<file path="src/verilog/iss_pkg.sv">
// package for the idle sweep scheduler: register map, timing constants, types
// assumes a 200 MHz clock and a classic wishbone master with 32-bit data
package iss_pkg;

    // clock and timing
    localparam int unsigned CLK_HZ           = 200_000_000;
    localparam int unsigned TICK_US          = 1000;
    localparam int unsigned TICK_CYCLES      = CLK_HZ / 1_000_000 * TICK_US;
    localparam int unsigned ARM_TIME_MIN     = 12;
    localparam int unsigned IDLE_TIME_MIN    = 15;
    localparam int unsigned SWEEP_TIME_MS    = 150;
    localparam int unsigned ARM_TICKS        = ARM_TIME_MIN * 60 * 1000 * 1000 / TICK_US;
    localparam int unsigned IDLE_TICKS       = IDLE_TIME_MIN * 60 * 1000 * 1000 / TICK_US;
    localparam int unsigned SWEEP_TICKS      = SWEEP_TIME_MS * 1000 / TICK_US;

    // bus control codes that start a seek
    localparam logic [7:0]  BC_SET_CYLINDER  = 8'h04;
    localparam logic [7:0]  BC_SET_POSITION  = 8'h05;

    // register byte offsets
    localparam logic [3:0]  REG_CONFIG       = 4'h0;
    localparam logic [3:0]  REG_STATUS       = 4'h4;
    localparam logic [3:0]  REG_ADDRESS      = 4'h8;

    // config field positions
    localparam int unsigned CFG_SWEEP_DIS    = 0;
    localparam int unsigned CFG_ON_SEEK      = 1;
    localparam int unsigned CFG_RETURN       = 2;
    localparam int unsigned CFG_RUNT         = 3;
    localparam int unsigned CFG_BOARD_INIT   = 4;
    localparam int unsigned CFG_PANEL        = 5;
    localparam logic [7:0]  CFG_RESET        = 8'h00;
    localparam logic [3:0]  PANEL_ADDR_RESET = 4'h0;

    // status field positions
    localparam int unsigned ST_SWEEP_EN      = 0;
    localparam int unsigned ST_SWEEPING      = 1;
    localparam int unsigned ST_BOARD_SWEEP   = 2;
    localparam int unsigned ST_BUSY          = 3;

    typedef enum logic [1:0] {
        ISS_IDLE,
        ISS_SWEEP,
        ISS_SEEK,
        ISS_RETURN
    } iss_state_type;

    // controller seek request as it arrives from the bus front end
    typedef struct packed {
        logic       valid;
        logic [7:0] code;
        logic       nonzero;
    } iss_seek_req_type;

    // answer to the controller
    typedef struct packed {
        logic done;
        logic busy;
    } iss_seek_rsp_type;

endpackage : iss_pkg

</file>
<file path="src/verilog/iss_tick_timer.sv">
// down counter of prescaled ticks: load, count, one-cycle expiry pulse
// assumes tick_i is a one-cycle pulse from the same clock
`timescale 1ns/10ps
`default_nettype none
module iss_tick_timer #(
    parameter int unsigned WIDTH = 24
) (
    // clock and reset
    input  wire logic             clk_i,
    input  wire logic             rst_i,
    // control
    input  wire logic             load_i,
    input  wire logic [WIDTH-1:0] count_i,
    input  wire logic             stop_i,
    input  wire logic             tick_i,
    // status
    output logic                  running_o,
    output logic                  expire_o
);
    logic [WIDTH-1:0] count_reg;

    always_ff @(posedge clk_i) begin
        if (rst_i || stop_i) begin
            count_reg <= '0;
            running_o <= 1'b0;
        end else if (load_i) begin
            count_reg <= count_i;
            running_o <= 1'b1;
        end else if (running_o && tick_i) begin
            count_reg <= count_reg - 1'b1;
            if (count_reg == {{(WIDTH-1){1'b0}}, 1'b1})
                running_o <= 1'b0;
        end
    end

    always_ff @(posedge clk_i) begin
        if (rst_i || stop_i || load_i)
            expire_o <= 1'b0;
        else
            expire_o <= running_o && tick_i && (count_reg == {{(WIDTH-1){1'b0}}, 1'b1});
    end
endmodule : iss_tick_timer
`default_nettype wire

</file>
<file path="src/verilog/iss_scheduler.sv">
// idle sweep scheduler: arming and idle timers, sweep segments, busy answer
// assumes synchronous controller request ports, async jumpers/switches on pins
// Overview of operation
// - without panel, address comes from four switches, closed reads zero.
// - switches default all closed, so address reads zero.
// - with panel fitted, switches ignored and panel address used.
// - sector switch inputs affect nothing.
// - runt jumper fitted suppresses truncated sector pulses; removed lets them through.
// - sweep-disable jumper stops all sweeps and masks the other sweep jumpers.
// - sweep-on-seek removed: sweep segments launch only with seeks.
// - return-heads removed: no head return after a sweep segment.
// - arming timer of 12 minutes starts on ready after power-on or reset.
// - arming expiry enters sweep-enable until a sweep segment runs.
// - in sweep-enable, first controller seek (codes 04, 05) triggers a sweep.
// - after sweep, seek target, answer, rearm timer, leave sweep-enable.
// - a seek carrying a sweep lasts 150 ms longer.
// - board sweeps disabled: stay sweep-enabled until a controller seek.
// - board sweeps enabled: 15-minute idle timer, expiry issues internal seek.
// - selection during a board sweep is answered busy.
// - board sweep ends with a seek back to the original cylinder.
// - a switch selects whether the board may initiate sweeps.
//
// Decided for this implementation: the address map and the Wishbone slave port.
`timescale 1ns/10ps
`default_nettype none
module iss_scheduler #(
    parameter int unsigned ARM_TICKS   = iss_pkg::ARM_TICKS,
    parameter int unsigned IDLE_TICKS  = iss_pkg::IDLE_TICKS,
    parameter int unsigned TICK_CYCLES = iss_pkg::TICK_CYCLES
) (
    // clock and reset
    input  wire logic                      clk_i,
    input  wire logic                      rst_i,
    // wishbone slave
    input  wire logic                      cyc_i,
    input  wire logic                      stb_i,
    input  wire logic                      we_i,
    input  wire logic [3:0]                adr_i,
    input  wire logic [3:0]                sel_i,
    input  wire logic [31:0]               dat_i,
    output logic      [31:0]               dat_o,
    output logic                           ack_o,
    // board pins (asynchronous)
    input  wire logic                      sweep_disable_jumper_i,
    input  wire logic                      sweep_on_seek_jumper_i,
    input  wire logic                      return_heads_jumper_i,
    input  wire logic                      runt_jumper_i,
    input  wire logic                      board_sweep_switch_i,
    input  wire logic [3:0]                addr_switch_i,
    input  wire logic [3:0]                sector_switch_i,
    input  wire logic                      sector_pulse_i,
    input  wire logic                      sector_runt_i,
    // drive status and controller requests
    input  wire logic                      drive_ready_i,
    input  wire iss_pkg::iss_seek_req_type seek_req_i,
    input  wire logic                      select_i,
    input  wire logic                      seek_done_i,
    // outputs
    output iss_pkg::iss_seek_rsp_type      seek_rsp_o,
    output logic                           mech_seek_o,
    output logic                           mech_sweep_o,
    output logic                           mech_return_o,
    output logic                           sector_pulse_o,
    output logic      [3:0]                logical_addr_o
);
    localparam int unsigned TW = 28;

    // two-stage synchronisers for the pins
    logic [14:0] pin_meta_reg;
    logic [14:0] pin_sync_reg;
    always_ff @(posedge clk_i) begin
        pin_meta_reg <= {sweep_disable_jumper_i, sweep_on_seek_jumper_i, return_heads_jumper_i,
                         runt_jumper_i, board_sweep_switch_i, addr_switch_i, sector_pulse_i,
                         sector_runt_i, sector_switch_i};
        pin_sync_reg <= pin_meta_reg;
    end
    // sector switches are synchronised but never read
    logic       sweep_disable_jumper_s, on_seek_s, return_s, runt_s, board_s, sec_pulse_s, sec_runt_s;
    logic [3:0] addr_sw_s;
    assign sweep_disable_jumper_s      = pin_sync_reg[14];
    assign on_seek_s   = pin_sync_reg[13];
    assign return_s    = pin_sync_reg[12];
    assign runt_s      = pin_sync_reg[11];
    assign board_s     = pin_sync_reg[10];
    assign addr_sw_s   = pin_sync_reg[9:6];
    assign sec_pulse_s = pin_sync_reg[5];
    assign sec_runt_s  = pin_sync_reg[4];

    // software registers
    logic [7:0] cfg_reg;
    logic [3:0] panel_addr_reg;
    logic       wb_hit;
    assign wb_hit = cyc_i && stb_i && !ack_o;

    function automatic logic is_seek_code(input logic [7:0] code);
        return (code == iss_pkg::BC_SET_CYLINDER) || (code == iss_pkg::BC_SET_POSITION);
    endfunction

    // effective configuration: jumper or software override, panel from software only
    logic sweep_off, board_en, panel_on, runt_on;
    assign sweep_off = sweep_disable_jumper_s || cfg_reg[iss_pkg::CFG_SWEEP_DIS];
    assign board_en  = (board_s || cfg_reg[iss_pkg::CFG_BOARD_INIT]) && !sweep_off;
    assign panel_on  = cfg_reg[iss_pkg::CFG_PANEL];
    assign runt_on   = runt_s || cfg_reg[iss_pkg::CFG_RUNT];
    // sweep-on-seek and return-heads are only valid removed; fitted values are
    // reported but never change sequencing
    logic unused_opts;
    assign unused_opts = on_seek_s ^ return_s ^ cfg_reg[iss_pkg::CFG_ON_SEEK] ^ cfg_reg[iss_pkg::CFG_RETURN];

    // prescaled tick
    logic [TW-1:0] presc_reg;
    logic          tick_reg;
    always_ff @(posedge clk_i) begin
        if (rst_i || presc_reg == TW'(TICK_CYCLES - 1)) begin
            presc_reg <= '0;
            tick_reg  <= !rst_i;
        end else begin
            presc_reg <= presc_reg + 1'b1;
            tick_reg  <= 1'b0;
        end
    end

    // ready rising edge starts arming after power-on or reset
    logic ready_reg;
    always_ff @(posedge clk_i) begin
        if (rst_i)
            ready_reg <= 1'b0;
        else
            ready_reg <= drive_ready_i;
    end

    iss_pkg::iss_state_type state_reg;
    logic       sweep_en_reg;
    logic       board_sweep_reg;
    logic       sweep_seg_reg;
    logic       seg_done;
    logic       arm_load, arm_exp, idle_load, idle_exp, idle_run, seg_load, seg_exp;
    logic       ctrl_seek;

    assign ctrl_seek = seek_req_i.valid && is_seek_code(seek_req_i.code);
    assign arm_load  = (drive_ready_i && !ready_reg) || seg_done;
    assign seg_done  = (state_reg == iss_pkg::ISS_SEEK || state_reg == iss_pkg::ISS_RETURN)
                       && seek_done_i && board_sweep_reg == (state_reg == iss_pkg::ISS_RETURN)
                       && mech_sweep_o == 1'b0 && sweep_seg_reg;
    assign idle_load = board_en && (!idle_run || seg_done
                       || (state_reg == iss_pkg::ISS_IDLE && ctrl_seek));
    assign seg_load  = state_reg == iss_pkg::ISS_IDLE && !sweep_off
                       && ((sweep_en_reg && ctrl_seek) || (board_en && idle_exp));

    iss_tick_timer #(.WIDTH(TW)) u_arm (
        .clk_i     (clk_i),
        .rst_i     (rst_i),
        .load_i    (arm_load),
        .count_i   (TW'(ARM_TICKS)),
        .stop_i    (sweep_off || !drive_ready_i),
        .tick_i    (tick_reg),
        .running_o (),
        .expire_o  (arm_exp)
    );

    iss_tick_timer #(.WIDTH(TW)) u_idle (
        .clk_i     (clk_i),
        .rst_i     (rst_i),
        .load_i    (idle_load),
        .count_i   (TW'(IDLE_TICKS)),
        .stop_i    (!board_en),
        .tick_i    (tick_reg),
        .running_o (idle_run),
        .expire_o  (idle_exp)
    );

    // sweep segment length, adds the extra seek time
    iss_tick_timer #(.WIDTH(TW)) u_seg (
        .clk_i     (clk_i),
        .rst_i     (rst_i),
        .load_i    (seg_load),
        .count_i   (TW'(iss_pkg::SWEEP_TICKS)),
        .stop_i    (1'b0),
        .tick_i    (tick_reg),
        .running_o (),
        .expire_o  (seg_exp)
    );

    // sweep-enable: set on arming expiry, kept until a segment
    always_ff @(posedge clk_i) begin
        if (rst_i || sweep_off)
            sweep_en_reg <= 1'b0;
        else if (arm_exp)
            sweep_en_reg <= 1'b1;
        else if (seg_load)
            sweep_en_reg <= 1'b0;
    end

    // sequencing of segment, target seek and board return
    always_ff @(posedge clk_i) begin
        if (rst_i) begin
            state_reg       <= iss_pkg::ISS_IDLE;
            board_sweep_reg <= 1'b0;
            sweep_seg_reg   <= 1'b0;
            mech_sweep_o    <= 1'b0;
            mech_seek_o     <= 1'b0;
            mech_return_o   <= 1'b0;
        end else begin
            mech_seek_o <= 1'b0;
            case (state_reg)
                iss_pkg::ISS_IDLE: begin
                    if (seg_load) begin
                        state_reg       <= iss_pkg::ISS_SWEEP;
                        board_sweep_reg <= !(sweep_en_reg && ctrl_seek);
                        sweep_seg_reg   <= 1'b1;
                        mech_sweep_o    <= 1'b1;
                    end else if (ctrl_seek) begin
                        state_reg     <= iss_pkg::ISS_SEEK;
                        sweep_seg_reg <= 1'b0;
                        mech_seek_o   <= 1'b1;
                    end
                end
                iss_pkg::ISS_SWEEP: begin
                    if (seg_exp) begin
                        mech_sweep_o <= 1'b0;
                        if (board_sweep_reg) begin
                            state_reg     <= iss_pkg::ISS_RETURN;
                            mech_return_o <= 1'b1;
                        end else begin
                            state_reg   <= iss_pkg::ISS_SEEK;
                            mech_seek_o <= 1'b1;
                        end
                    end
                end
                iss_pkg::ISS_SEEK,
                iss_pkg::ISS_RETURN: begin
                    if (seek_done_i) begin
                        state_reg       <= iss_pkg::ISS_IDLE;
                        mech_return_o   <= 1'b0;
                        board_sweep_reg <= 1'b0;
                        sweep_seg_reg   <= 1'b0;
                    end
                end
                default: begin
                    state_reg <= iss_pkg::ISS_IDLE;
                end
            endcase
        end
    end

    // controller answer: done for its own seeks, busy during a board sweep
    always_ff @(posedge clk_i) begin
        if (rst_i) begin
            seek_rsp_o <= '0;
        end else begin
            seek_rsp_o.done <= state_reg == iss_pkg::ISS_SEEK && seek_done_i;
            seek_rsp_o.busy <= select_i && board_sweep_reg
                               && state_reg != iss_pkg::ISS_IDLE;
        end
    end

    // logical address and sector pulse outputs
    always_ff @(posedge clk_i) begin
        if (rst_i) begin
            logical_addr_o <= 4'h0;
            sector_pulse_o <= 1'b0;
        end else begin
            // open switch reads one, closed reads zero
            logical_addr_o <= panel_on ? panel_addr_reg : addr_sw_s;
            sector_pulse_o <= sec_pulse_s && !(runt_on && sec_runt_s);
        end
    end

    // wishbone register file, single-cycle ack
    always_ff @(posedge clk_i) begin
        if (rst_i) begin
            cfg_reg        <= iss_pkg::CFG_RESET;
            panel_addr_reg <= iss_pkg::PANEL_ADDR_RESET;
        end else if (cyc_i && stb_i && ack_o && we_i && sel_i[0]) begin
            if (adr_i == iss_pkg::REG_CONFIG)
                cfg_reg <= dat_i[7:0];
            else if (adr_i == iss_pkg::REG_ADDRESS)
                panel_addr_reg <= dat_i[3:0];
        end
    end

    always_ff @(posedge clk_i) begin
        if (rst_i) begin
            ack_o <= 1'b0;
            dat_o <= 32'h0000_0000;
        end else begin
            ack_o <= wb_hit;
            dat_o <= 32'h0000_0000;
            if (wb_hit && !we_i) begin
                case (adr_i)
                    iss_pkg::REG_CONFIG:  dat_o <= {24'h00_0000, cfg_reg};
                    iss_pkg::REG_STATUS:  dat_o <= {16'h0000, 1'b0, unused_opts, sweep_disable_jumper_s, board_s,
                                                    runt_s, on_seek_s, return_s, 1'b0,
                                                    4'h0, seek_rsp_o.busy, board_sweep_reg,
                                                    mech_sweep_o, sweep_en_reg};
                    iss_pkg::REG_ADDRESS: dat_o <= {28'h000_0000, logical_addr_o};
                    default:              dat_o <= 32'h0000_0000;
                endcase
            end
        end
    end
endmodule : iss_scheduler
`default_nettype wire

</file>
<file path="config.mk">
export PLATFORM = sky130hd
export DESIGN_NAME = iss_scheduler
export DESIGN_NICKNAME = d
export VERILOG_FILES = /design/src/verilog/iss_pkg.sv /design/src/verilog/iss_tick_timer.sv /design/src/verilog/iss_scheduler.sv
export SDC_FILE = /design/constraint.sdc
export NUM_CORES = 1
export LEC_CHECK = 0
export CORE_MARGIN = 2
export CORE_UTILIZATION = 68
export DETAILED_ROUTE_END_ITERATION = 6
export DONT_BUFFER_PORTS = 1
export PLACE_DENSITY = 0.84
export SLEW_MARGIN = 15
export SYNTH_ARGS = -nofsm -noshare
export SYNTH_HDL_FRONTEND = slang
export SYNTH_SLANG_ARGS = --single-unit
</file>
<file path="constraint.sdc">
create_clock -name clk_i -period 4.8 [get_ports clk_i]
set_clock_uncertainty 0.1 [all_clocks]
set_input_delay 0.48 -clock clk_i [delete_from_list [all_inputs] [get_ports clk_i]]
set_output_delay 0.48 -clock clk_i [all_outputs]
set_load 0.01 [all_outputs]
</file>
==> results.sh, run 1 <==
export IMPL_viasPerCell=6.51
export IMPL_power_leakage_nw=3.01
export IMPL_synth_ff_type="dfxtp_1"
export IMPL_die_area_um2=12500
export IMPL_crit_end="u_seg.count_reg[22]"
export IMPL_tightest_slew_ns=0.998
export IMPL_syn_area_um2=7920
export IMPL_coreArea_um2=11400
export IMPL_ant_nets=0
export IMPL_startpoint_type="flip-flop"
export IMPL_cts_buffer_depth=2
export IMPL_crit_buf_inv=0
export IMPL_synth_cells=881
export IMPL_antenna_found_initial=0
export IMPL_worstPathMaxFanout=22
export IMPL_critPathMaxStageDelay_ns=0.86
export IMPL_total_power_mw=3.06
export IMPL_num_vias=6642
export IMPL_hold_class="input port to flip-flop"
export IMPL_htree_levels=4
export IMPL_fin_crit_sh_pct=62.5
export IMPL_wl_per_cell_um=17.4
export IMPL_dr_pass1_iters=5
export IMPL_numCtsBuffers=17
export IMPL_grt_usage_pct=28.4
export IMPL_root_buffer="clkbuf_16"
export IMPL_synth_area_leaders="dfxtp_1 (46%), nor2_1 (4.5%), a21oi_1 (4.5%), or4_1 (4.2%), mux2i_1 (3.7%)"
export IMPL_wirelength_um=17800
export IMPL_layout_drive_gt1_share_pct=4.90
export IMPL_slew_viol_final=0
export IMPL_cp_arrival_ns=3.24
export IMPL_grt_pass1_vias=6262
export IMPL_synth_top_area_share_pct=46.5
export IMPL_r2r_start="u_seg.count_reg[4]"
export IMPL_end_kind="flip-flop"
export IMPL_die_w_um=112
export IMPL_period_needed_ns=3.00
export IMPL_dp_cells=981
export IMPL_crit_type="flip-flop to flip-flop"
export IMPL_finalNetCount=948
export IMPL_synth_edf_count=0
export IMPL_reg2reg_to="u_seg.count_reg[22]"
export IMPL_worst_path_stages=4
export IMPL_setup_viol=0
export IMPL_rsz0062_at_grt="false"
export IMPL_fmax_mhz=334
export IMPL_synth_distinct_cells=57
export IMPL_clock_sinks=184
export IMPL_dp_hpwl_um=12100
export IMPL_die_y_um=112
export IMPL_r2r_cells=4
export IMPL_crit_chain="nor4_2, nand4_1, or4b_2, a21oi_1"
export IMPL_io_buffers=0
export IMPL_crit_required_ns=5.04
export IMPL_clkTransAtPathRegs_ns=0.06
export IMPL_critPathTopFamily="simple AND/OR/NAND/NOR gates"
export IMPL_clkLatencyLatePin_ns=0.43
export IMPL_outcome="completed"
export IMPL_r2r_slack_ns=1.80
export IMPL_io_pins=116
export IMPL_grt_ovfl_total=0
export IMPL_fin_setup_tns_ns=0
export IMPL_post_cts_resized=0
export IMPL_drc=0
export IMPL_vdd_ir_drop_max_mv=0.324
export IMPL_synth_seq_cells=184
export IMPL_max_slew_margin_pct=32.5
export IMPL_rows=39
export IMPL_drtIter0Drc=549
export IMPL_crit_start="u_seg.count_reg[4]"
export IMPL_syn_avg_cell_area_um2=8.99
export IMPL_area_growth_pct=8.70
export IMPL_place_gp_congestion=0.874
export IMPL_seq_area_frac_synth_pct=46.5
export IMPL_grt_max_degree=35
export IMPL_synthArstFlopShare_pct=0
export IMPL_final_hold_viol_count=0
export IMPL_final_cells=1021
export IMPL_crit_path_top_delay_cell="or4b_2"
export IMPL_netlist_top_cell_by_area="dfxtp_1"
export IMPL_yosysWarnings=0
export IMPL_grt_pass1_wl_um=29200
export IMPL_initial_core_util_pct=69.4
export IMPL_diodes=0
export IMPL_maxCapViolCount=0
export IMPL_power_density_nw_per_um2=355
export IMPL_cts_tree="built"
[synth_stat cells (3+ instances only)]
master    number
dfxtp_1      184
nor2_1        96
a21oi_1       71
or4_1         44
nand2_1       42
clkbuf_1      41
mux2i_1       29
xor2_1        29
nor4_1        28
nand3_1       27
nand4_1       27
or3_1         27
o31ai_1       25
o21ai_0       22
and3_1        19
xnor2_1       19
buf_4         18
inv_1         17
nor3_1        14
nand2b_1      12
a31oi_1        9
nand4b_1       8
ha_1           7
o41ai_1        7
nand3b_1       5
nor4b_1        5
and4_1         4
and2_1         3
nor2b_1        3
o211ai_1       3
or2_2          3
[metal layers]
| layer | up-vias | global-route usage, % | wire length (um) |
|---|---|---|---|
| li1 | 3171 | - | - |
| met1 | 3167 | 34.0 | 7230 |
| met2 | 265 | 48.9 | 9010 |
| met3 | 39 | 7.13 | 1050 |
| met4 | 0 | 11.7 | 475 |
| met5 | - | 0 | 0 |
[cells by family (layout without fill, tap and decap cells)]
kind of cell | after synthesis | in the layout | share of synthesized area, %
AND/OR/NAND/NOR | 379 | 379 | 26.8
buffers and inverters | 80 | 60 | 4.67
adder cells (fa/ha/maj) | 7 | 7 | 1.11
multiplexers | 29 | 29 | 3.66
AO/OA/AOI/OAI | 153 | 153 | 11.9
XOR/XNOR | 48 | 48 | 5.31
other | 1 | 18 | 0.0473
flip-flops | 184 | 184 | 46.5
[how the worst min path moves through the flow]
| stage | startpoint | endpoint | slack, ns | depth (start not counted) |
|---|---|---|---|---|
| 5_1_grt | rst_i | mech_sweep_o | 0.0008 | 1 |
| 3_3_place_gp | pin_meta_reg[4] | pin_sync_reg[4] | 0.22 | 0 |
| 2_1_floorplan | pin_meta_reg[10] | pin_sync_reg[10] | 0.21 | 0 |
| 4_1_cts | rst_i | u_seg.count_reg[4] | 0.006 | 1 |
| 6_report | rst_i | tick_reg | 0.02 | 1 |
| 3_5_place_dp | pin_meta_reg[5] | pin_sync_reg[5] | 0.21 | 0 |
[what timing repair did]
action | 4_1_cts | 5_1_grt
setup buffers | 0 | 0
hold buffers | 11 | 0
hold endpoints to repair | 11 | 0
setup endpoints to repair | 0 | 0
[where the power goes]
part	internal [mW]	leakage (nW)	switching [mW]	total, mW
logic	0.0285	1.24	0.0629	0.0914
clock network	0.851	0.276	0.553	1.40
registers	1.55	1.49	0.0165	1.56
[stage by stage]
step / utilization [%] / hold slack (ns) / cell area, um2 / worst slack [ns]
2_1_floorplan: - / 0.210 / 7990 / 2.45
3_3_place_gp: 69.2 / 0.216 / 7900 / 2.00
3_5_place_dp: 69.2 / 0.212 / 7900 / 1.89
4_1_cts: 75.3 / 0.00639 / 8600 / 1.85
5_1_grt: 75.4 / 0.000815 / 8610 / 1.58
6_report: 75.4 / 0.0177 / 8610 / 1.80
[area by class of cell]
type	instances	area [um2]
clock buffers	22	474
repair buffers	14	133
multi-input cells	634	3960
clock inverters	7	120
flip-flops and latches	184	3680
inverters	17	63.8
fillers	767	2810
well taps	143	179
[cells in the final DEF, fill, tap and decap left out, types with 22 or more instances in the layout]
cell     instances
nand4_1         27
mux2i_1         29
nor4_1          27
a21oi_1         71
or3_1           27
xor2_1          29
or4_1           44
nand3_1         27
nand2_1         42
nor2_1          96
o21ai_0         22
dfxtp_1        184
o31ai_1         25
No activity file was read; power rests on OpenSTA's default activity.
==> inputs of run 2 (changes only) <==
Settings changed: CORE_UTILIZATION 68 to 57, PLACE_DENSITY 0.84 to 0.75.
Clock period 4.8 ns to 2.7 ns, I/O delays scaled along.
==> run 2 against run 1 <==
Clock-buffer cell count down 2. Sequential power up 78%. Combinational power up 140%. Total power up 79%. Routed wire length up 6.3%. Design area up 4.9%. Flip-flop and latch count unchanged. Sequential share of layout area down 2.0 points. Worst setup slack worse by 1.8 ns. Via count up 2.8%. Worst hold slack better by 0.031 ns. Critical path type is now input port to flip-flop. Critical endpoint is now dat_o[1]. Highest routed layer unchanged.
==> results.sh, run 2 (synthesis results as in run 1) <==
export IMPL_outcome="completed"
export IMPL_cp_arrival_ns=2.95
export IMPL_fin_setup_tns_ns=0
export IMPL_dr_pass1_iters=5
export IMPL_dp_cells=1041
export IMPL_critPathMaxStageDelay_ns=0.58
export IMPL_die_y_um=122
export IMPL_htree_levels=4
export IMPL_n_fill_cell=1100
export IMPL_grt_pass1_wl_um=31400
export IMPL_cts_buffer_depth=2
export IMPL_dp_hpwl_um=12500
export IMPL_hold_slack_ns=0.0486
export IMPL_io_pins=116
export IMPL_die_area_um2=14900
export IMPL_die_w_um=122
export IMPL_grt_max_degree=33
export IMPL_crit_required_ns=2.98
export IMPL_worst_path_stages=7
export IMPL_wl_per_cell_um=17.1
export IMPL_root_buffer="clkbuf_16"
export IMPL_crit_chain="dlygate4sd3_1, nand2_1, dlygate4sd3_1, or3_4, or4_4, nor2_1, dlygate4sd3_1"
export IMPL_r2r_slack_ns=0.22
export IMPL_area_growth_pct=14.0
export IMPL_slew_viol_final=0
export IMPL_finalNetCount=993
export IMPL_drtIter0Drc=566
export IMPL_place_ws_ns=0.254
export IMPL_crit_type="input port to flip-flop"
export IMPL_crit_start="stb_i"
export IMPL_clkLatencyLatePin_ns=0.43
export IMPL_worstPathMaxFanout=4
export IMPL_ant_nets=0
export IMPL_rows=43
export IMPL_crit_path_top_delay_cell="dlygate4sd3_1"
export IMPL_crit_top_cell="dlygate4sd3_1"
export IMPL_clkTransAtPathRegs_ns=0.07
export IMPL_wirelength_um=18900
export IMPL_r2r_cells=5
export IMPL_numCtsBuffers=17
export IMPL_reg2reg_to="u_idle.count_reg[13]"
export IMPL_place_gp_congestion=0.894
export IMPL_fmax_mhz=375
export IMPL_setup_viol=0
export IMPL_post_cts_buffers=0
export IMPL_tightest_slew_ns=0.809
export IMPL_viasPerCell=6.18
export IMPL_end_kind="flip-flop"
export IMPL_hold_class="input port to flip-flop"
export IMPL_final_common_cell="dfxtp_1"
export IMPL_r2r_start="u_idle.count_reg[3]"
export IMPL_layout_common_cells="dfxtp_1 (184), nor2_1 (96), a21oi_1 (71)"
export IMPL_fin_crit_sh_pct=98.8
export IMPL_crit_end="dat_o[1]"
export IMPL_diodes=0
export IMPL_num_vias=6831
export IMPL_power_leakage_nw=3.23
export IMPL_vdd_ir_drop_max_mv=0.454
export IMPL_antenna_found_initial=0
export IMPL_clock_sinks=184
export IMPL_critPathTopFamily="buffers and inverters"
export IMPL_startpoint_type="input port"
export IMPL_final_hold_viol_count=0
export IMPL_grt_usage_pct=26.5
export IMPL_coreArea_um2=13700
export IMPL_power_density_nw_per_um2=606
export IMPL_final_cells=1106
export IMPL_timing_final_ws_setup_ns=0.0325
export IMPL_utilization_pct=65.8
export IMPL_initial_core_util_pct=57.7
export IMPL_crit_buf_inv=3
export IMPL_maxCapViolCount=0
export IMPL_layout_drive_gt1_share_pct=7.67
export IMPL_multi_input_area_um2=3950
export IMPL_period_needed_ns=2.67
export IMPL_rsz0062_at_grt="false"
export IMPL_io_buffers=0
export IMPL_max_slew_margin_pct=46.0
export IMPL_cts_tree="built"
export IMPL_grt_ovfl_total=0
export IMPL_grt_pass1_vias=6599
export IMPL_drc=0
export IMPL_seq_area_um2=3680
==> run 2: worst min-delay path by stage <==
stage	startpoint	to	slack (ns)	depth (start not counted)
2_1_floorplan	board_sweep_switch_i	pin_meta_reg[10]	0.20	0
3_3_place_gp	addr_switch_i[0]	pin_meta_reg[6]	0.20	0
3_5_place_dp	addr_switch_i[3]	pin_meta_reg[9]	0.20	0
4_1_cts	adr_i[3]	cfg_reg[2]	0.003	3
5_1_grt	rst_i	mech_return_o	0.05	2
6_report	adr_i[3]	cfg_reg[0]	0.05	3
==> run 2: layout make-up <==
type                       count  share of cell area [%]
timing repair buffer          59                    5.76
clock inverter                12                    1.54
sequential                   184                    40.8
multi-input combinational    634                    43.8
tap                          180                    2.49
clock buffer                  20                    4.95
inverter                      17                   0.707
==> run 2: power by group <==
group | internal, mW | total, mW | switching, mW
sequential | 2.75 | 2.78 | 0.0293
clock | 1.40 | 2.47 | 1.07
combinational | 0.0832 | 0.216 | 0.133
==> run 2: repair_timing <==
item	in CTS	in global routing
hold endpoints to repair	52	0
gates resized for setup	0	2
hold buffers	33	0
setup endpoints to repair	0	2
==> run 2: metal layers <==
metal | part of all wire (%) | wire length, um | global-route usage [%]
met1 | 41 | 7680 | 30.6
met2 | 52 | 9830 | 46.4
met3 | 4.6 | 864 | 5.29
met4 | 2.7 | 517 | 13.4
met5 | 0 | 0 | 0
==> run 2: tightest hold or removal path, cell delays in order <==
cell     delay [ns]
nor4_2         0.06
mux2i_1        0.13
nor2_1         0.08
==> run 2: stage by stage <==
stage	power [mW]	instance area (um2)
final	5.47	9030
after global routing	5.65	9030
after CTS	5.49	9030
after detailed placement	3.00	8110
after global placement	2.99	8110
after floorplan	2.97	7990
==> inputs of run 3 (changes only) <==
Settings changed: CORE_UTILIZATION 57 to 55, PLACE_DENSITY 0.75 to 0.73, REMOVE_ABC_BUFFERS set to 1.
==> run 3 against run 2 <==
Non-clock buffer count is 5 lower. Utilization is 1.2 points lower. Routed wire length is 3.6% lower. Clock power is 6% higher. Clock-buffer cell count is 3 lower. Critical path type is now flip-flop to flip-flop. Largest power group unchanged.
==> results.sh, run 3 (synthesis results as in run 1) <==
export IMPL_grt_max_degree=33
export IMPL_drtIter0Drc=498
export IMPL_max_slew_margin_pct=51.3
export IMPL_die_area_um2=15400
export IMPL_area_growth_pct=14.0
export IMPL_ant_nets=0
export IMPL_power_density_nw_per_um2=619
export IMPL_die_w_um=124
export IMPL_layout_drive_gt1_share_pct=7.71
export IMPL_r2r_start="u_idle.count_reg[3]"
export IMPL_grt_pass1_wl_um=30000
export IMPL_maxCapViolCount=0
export IMPL_slew_viol_final=0
export IMPL_clock_sinks=184
export IMPL_dr_pass1_iters=5
export IMPL_clkTransAtPathRegs_ns=0.07
export IMPL_htree_levels=4
export IMPL_fin_setup_tns_ns=0
export IMPL_startpoint_type="flip-flop"
export IMPL_grt_pass1_vias=6332
export IMPL_die_y_um=124
export IMPL_min_from="seek_done_i"
export IMPL_diodes=0
export IMPL_root_buffer="clkbuf_16"
export IMPL_rsz0062_at_grt="false"
export IMPL_dp_hpwl_um=12100
export IMPL_place_ws_ns=0.255
export IMPL_fin_crit_sh_pct=91.3
export IMPL_cts_buffer_depth=2
export IMPL_wirelength_um=18200
export IMPL_crit_required_ns=2.97
export IMPL_drc=0
export IMPL_viasPerCell=6.11
export IMPL_initial_core_util_pct=56.6
export IMPL_worst_path_stages=5
export IMPL_vdd_ir_drop_max_mv=0.731
export IMPL_hold_depth=2
export IMPL_r2r_cells=5
export IMPL_numCtsBuffers=17
export IMPL_end_kind="flip-flop"
export IMPL_critPathTopFamily="simple AND/OR/NAND/NOR gates"
export IMPL_hold_class="input port to flip-flop"
export IMPL_crit_chain="or4_4, or4_1, buf_4, or4_1, nand3_1"
export IMPL_finalNetCount=988
export IMPL_crit_top_cell="or4_1"
export IMPL_crit_type="flip-flop to flip-flop"
export IMPL_grt_usage_pct=24.6
export IMPL_worstPathMaxFanout=10
export IMPL_timing_final_ws_setup_ns=0.234
export IMPL_crit_start="u_idle.count_reg[3]"
export IMPL_n_fill_cell=1119
export IMPL_final_hold_viol_count=0
export IMPL_clkLatencyLatePin_ns=0.43
export IMPL_power_leakage_nw=3.22
export IMPL_grt_ovfl_total=0
export IMPL_io_pins=116
export IMPL_final_common_cell="dfxtp_1"
export IMPL_postCtsHoldBufs=28
export IMPL_num_vias=6727
export IMPL_fmax_mhz=405
export IMPL_cp_arrival_ns=2.74
export IMPL_cts_tree="built"
export IMPL_coreArea_um2=14000
export IMPL_setup_viol=0
export IMPL_period_needed_ns=2.47
export IMPL_place_gp_congestion=0.857
export IMPL_post_cts_buffers=0
export IMPL_outcome="completed"
export IMPL_crit_path_top_delay_cell="or4_1"
export IMPL_critPathMaxStageDelay_ns=0.66
export IMPL_post_cts_resized=0
export IMPL_rows=43
export IMPL_io_buffers=0
export IMPL_tightest_slew_ns=0.729
export IMPL_wl_per_cell_um=16.5
export IMPL_crit_buf_inv=1
export IMPL_antenna_found_initial=0
export IMPL_layout_common_cells="dfxtp_1 (184), nor2_1 (96), a21oi_1 (71)"
-- run 3: changes by cell type in the layout (fill, tap and decap cells not counted), sizes merged --
cell	before	now
dlygate4sd3	32	27
clkinvlp	1	0
clkbuf	20	17
inv	22	25
clkinv	4	5
-- run 3: report_power, final --
part | internal (mW) | total (mW) | switching (mW) | leakage [nW]
Sequential | 2.75 | 2.78 | 0.0281 | 1.49
Combinational | 0.0821 | 0.209 | 0.127 | 1.42
Clock | 1.43 | 2.61 | 1.18 | 0.309
Total | 4.26 | 5.60 | 1.34 | 3.22
-- run 3: layer usage --
metal / GRT usage (%) / part of all wire, % / vias to the layer above / wire length, um
li1: - / - / 3260 / -
met1: 30.5 / 43 / 3200 / 7870
met2: 41.1 / 48 / 243 / 8720
met3: 7.60 / 7.4 / 24 / 1340
met4: 7.79 / 1.5 / 0 / 279
met5: 0 / 0 / - / 0
-- run 3: worst paths after layout --
kind                              end  slack, ns
hold / removal          mech_return_o       0.05
setup / recovery  u_idle.count_reg[9]       0.23
setup reg to reg  u_idle.count_reg[9]       0.23
hold reg to reg      pin_sync_reg[13]       0.23
-- run 3: final cells by class --
cell class              instances  area, um2  share of cell area [%]
multi-input cells             634       3940                    43.7
flip-flops and latches        184       3680                    40.8
repair buffers                 54        485                    5.37
clock buffers                  17        425                    4.71
well taps                     180        225                    2.49
clock inverters                15        206                    2.29
inverters                      17       63.8                   0.706
-- run 3: metrics by stage --
stage | total power, mW | cells | cell area [um2] | hold WS [ns] | utilization (%)
3_3_place_gp | 2.99 | 1041 | 8110 | 0.198 | 58.0
4_1_cts | 5.63 | 1101 | 9030 | 0.0105 | 64.6
3_5_place_dp | 3.00 | 1041 | 8110 | 0.198 | 58.0
5_1_grt | 5.78 | 1101 | 9030 | 0.0366 | 64.6
2_1_floorplan | 2.94 | 835 | 7680 | 0.198 | -
6_report | 5.60 | 1101 | 9030 | 0.0510 | 64.6
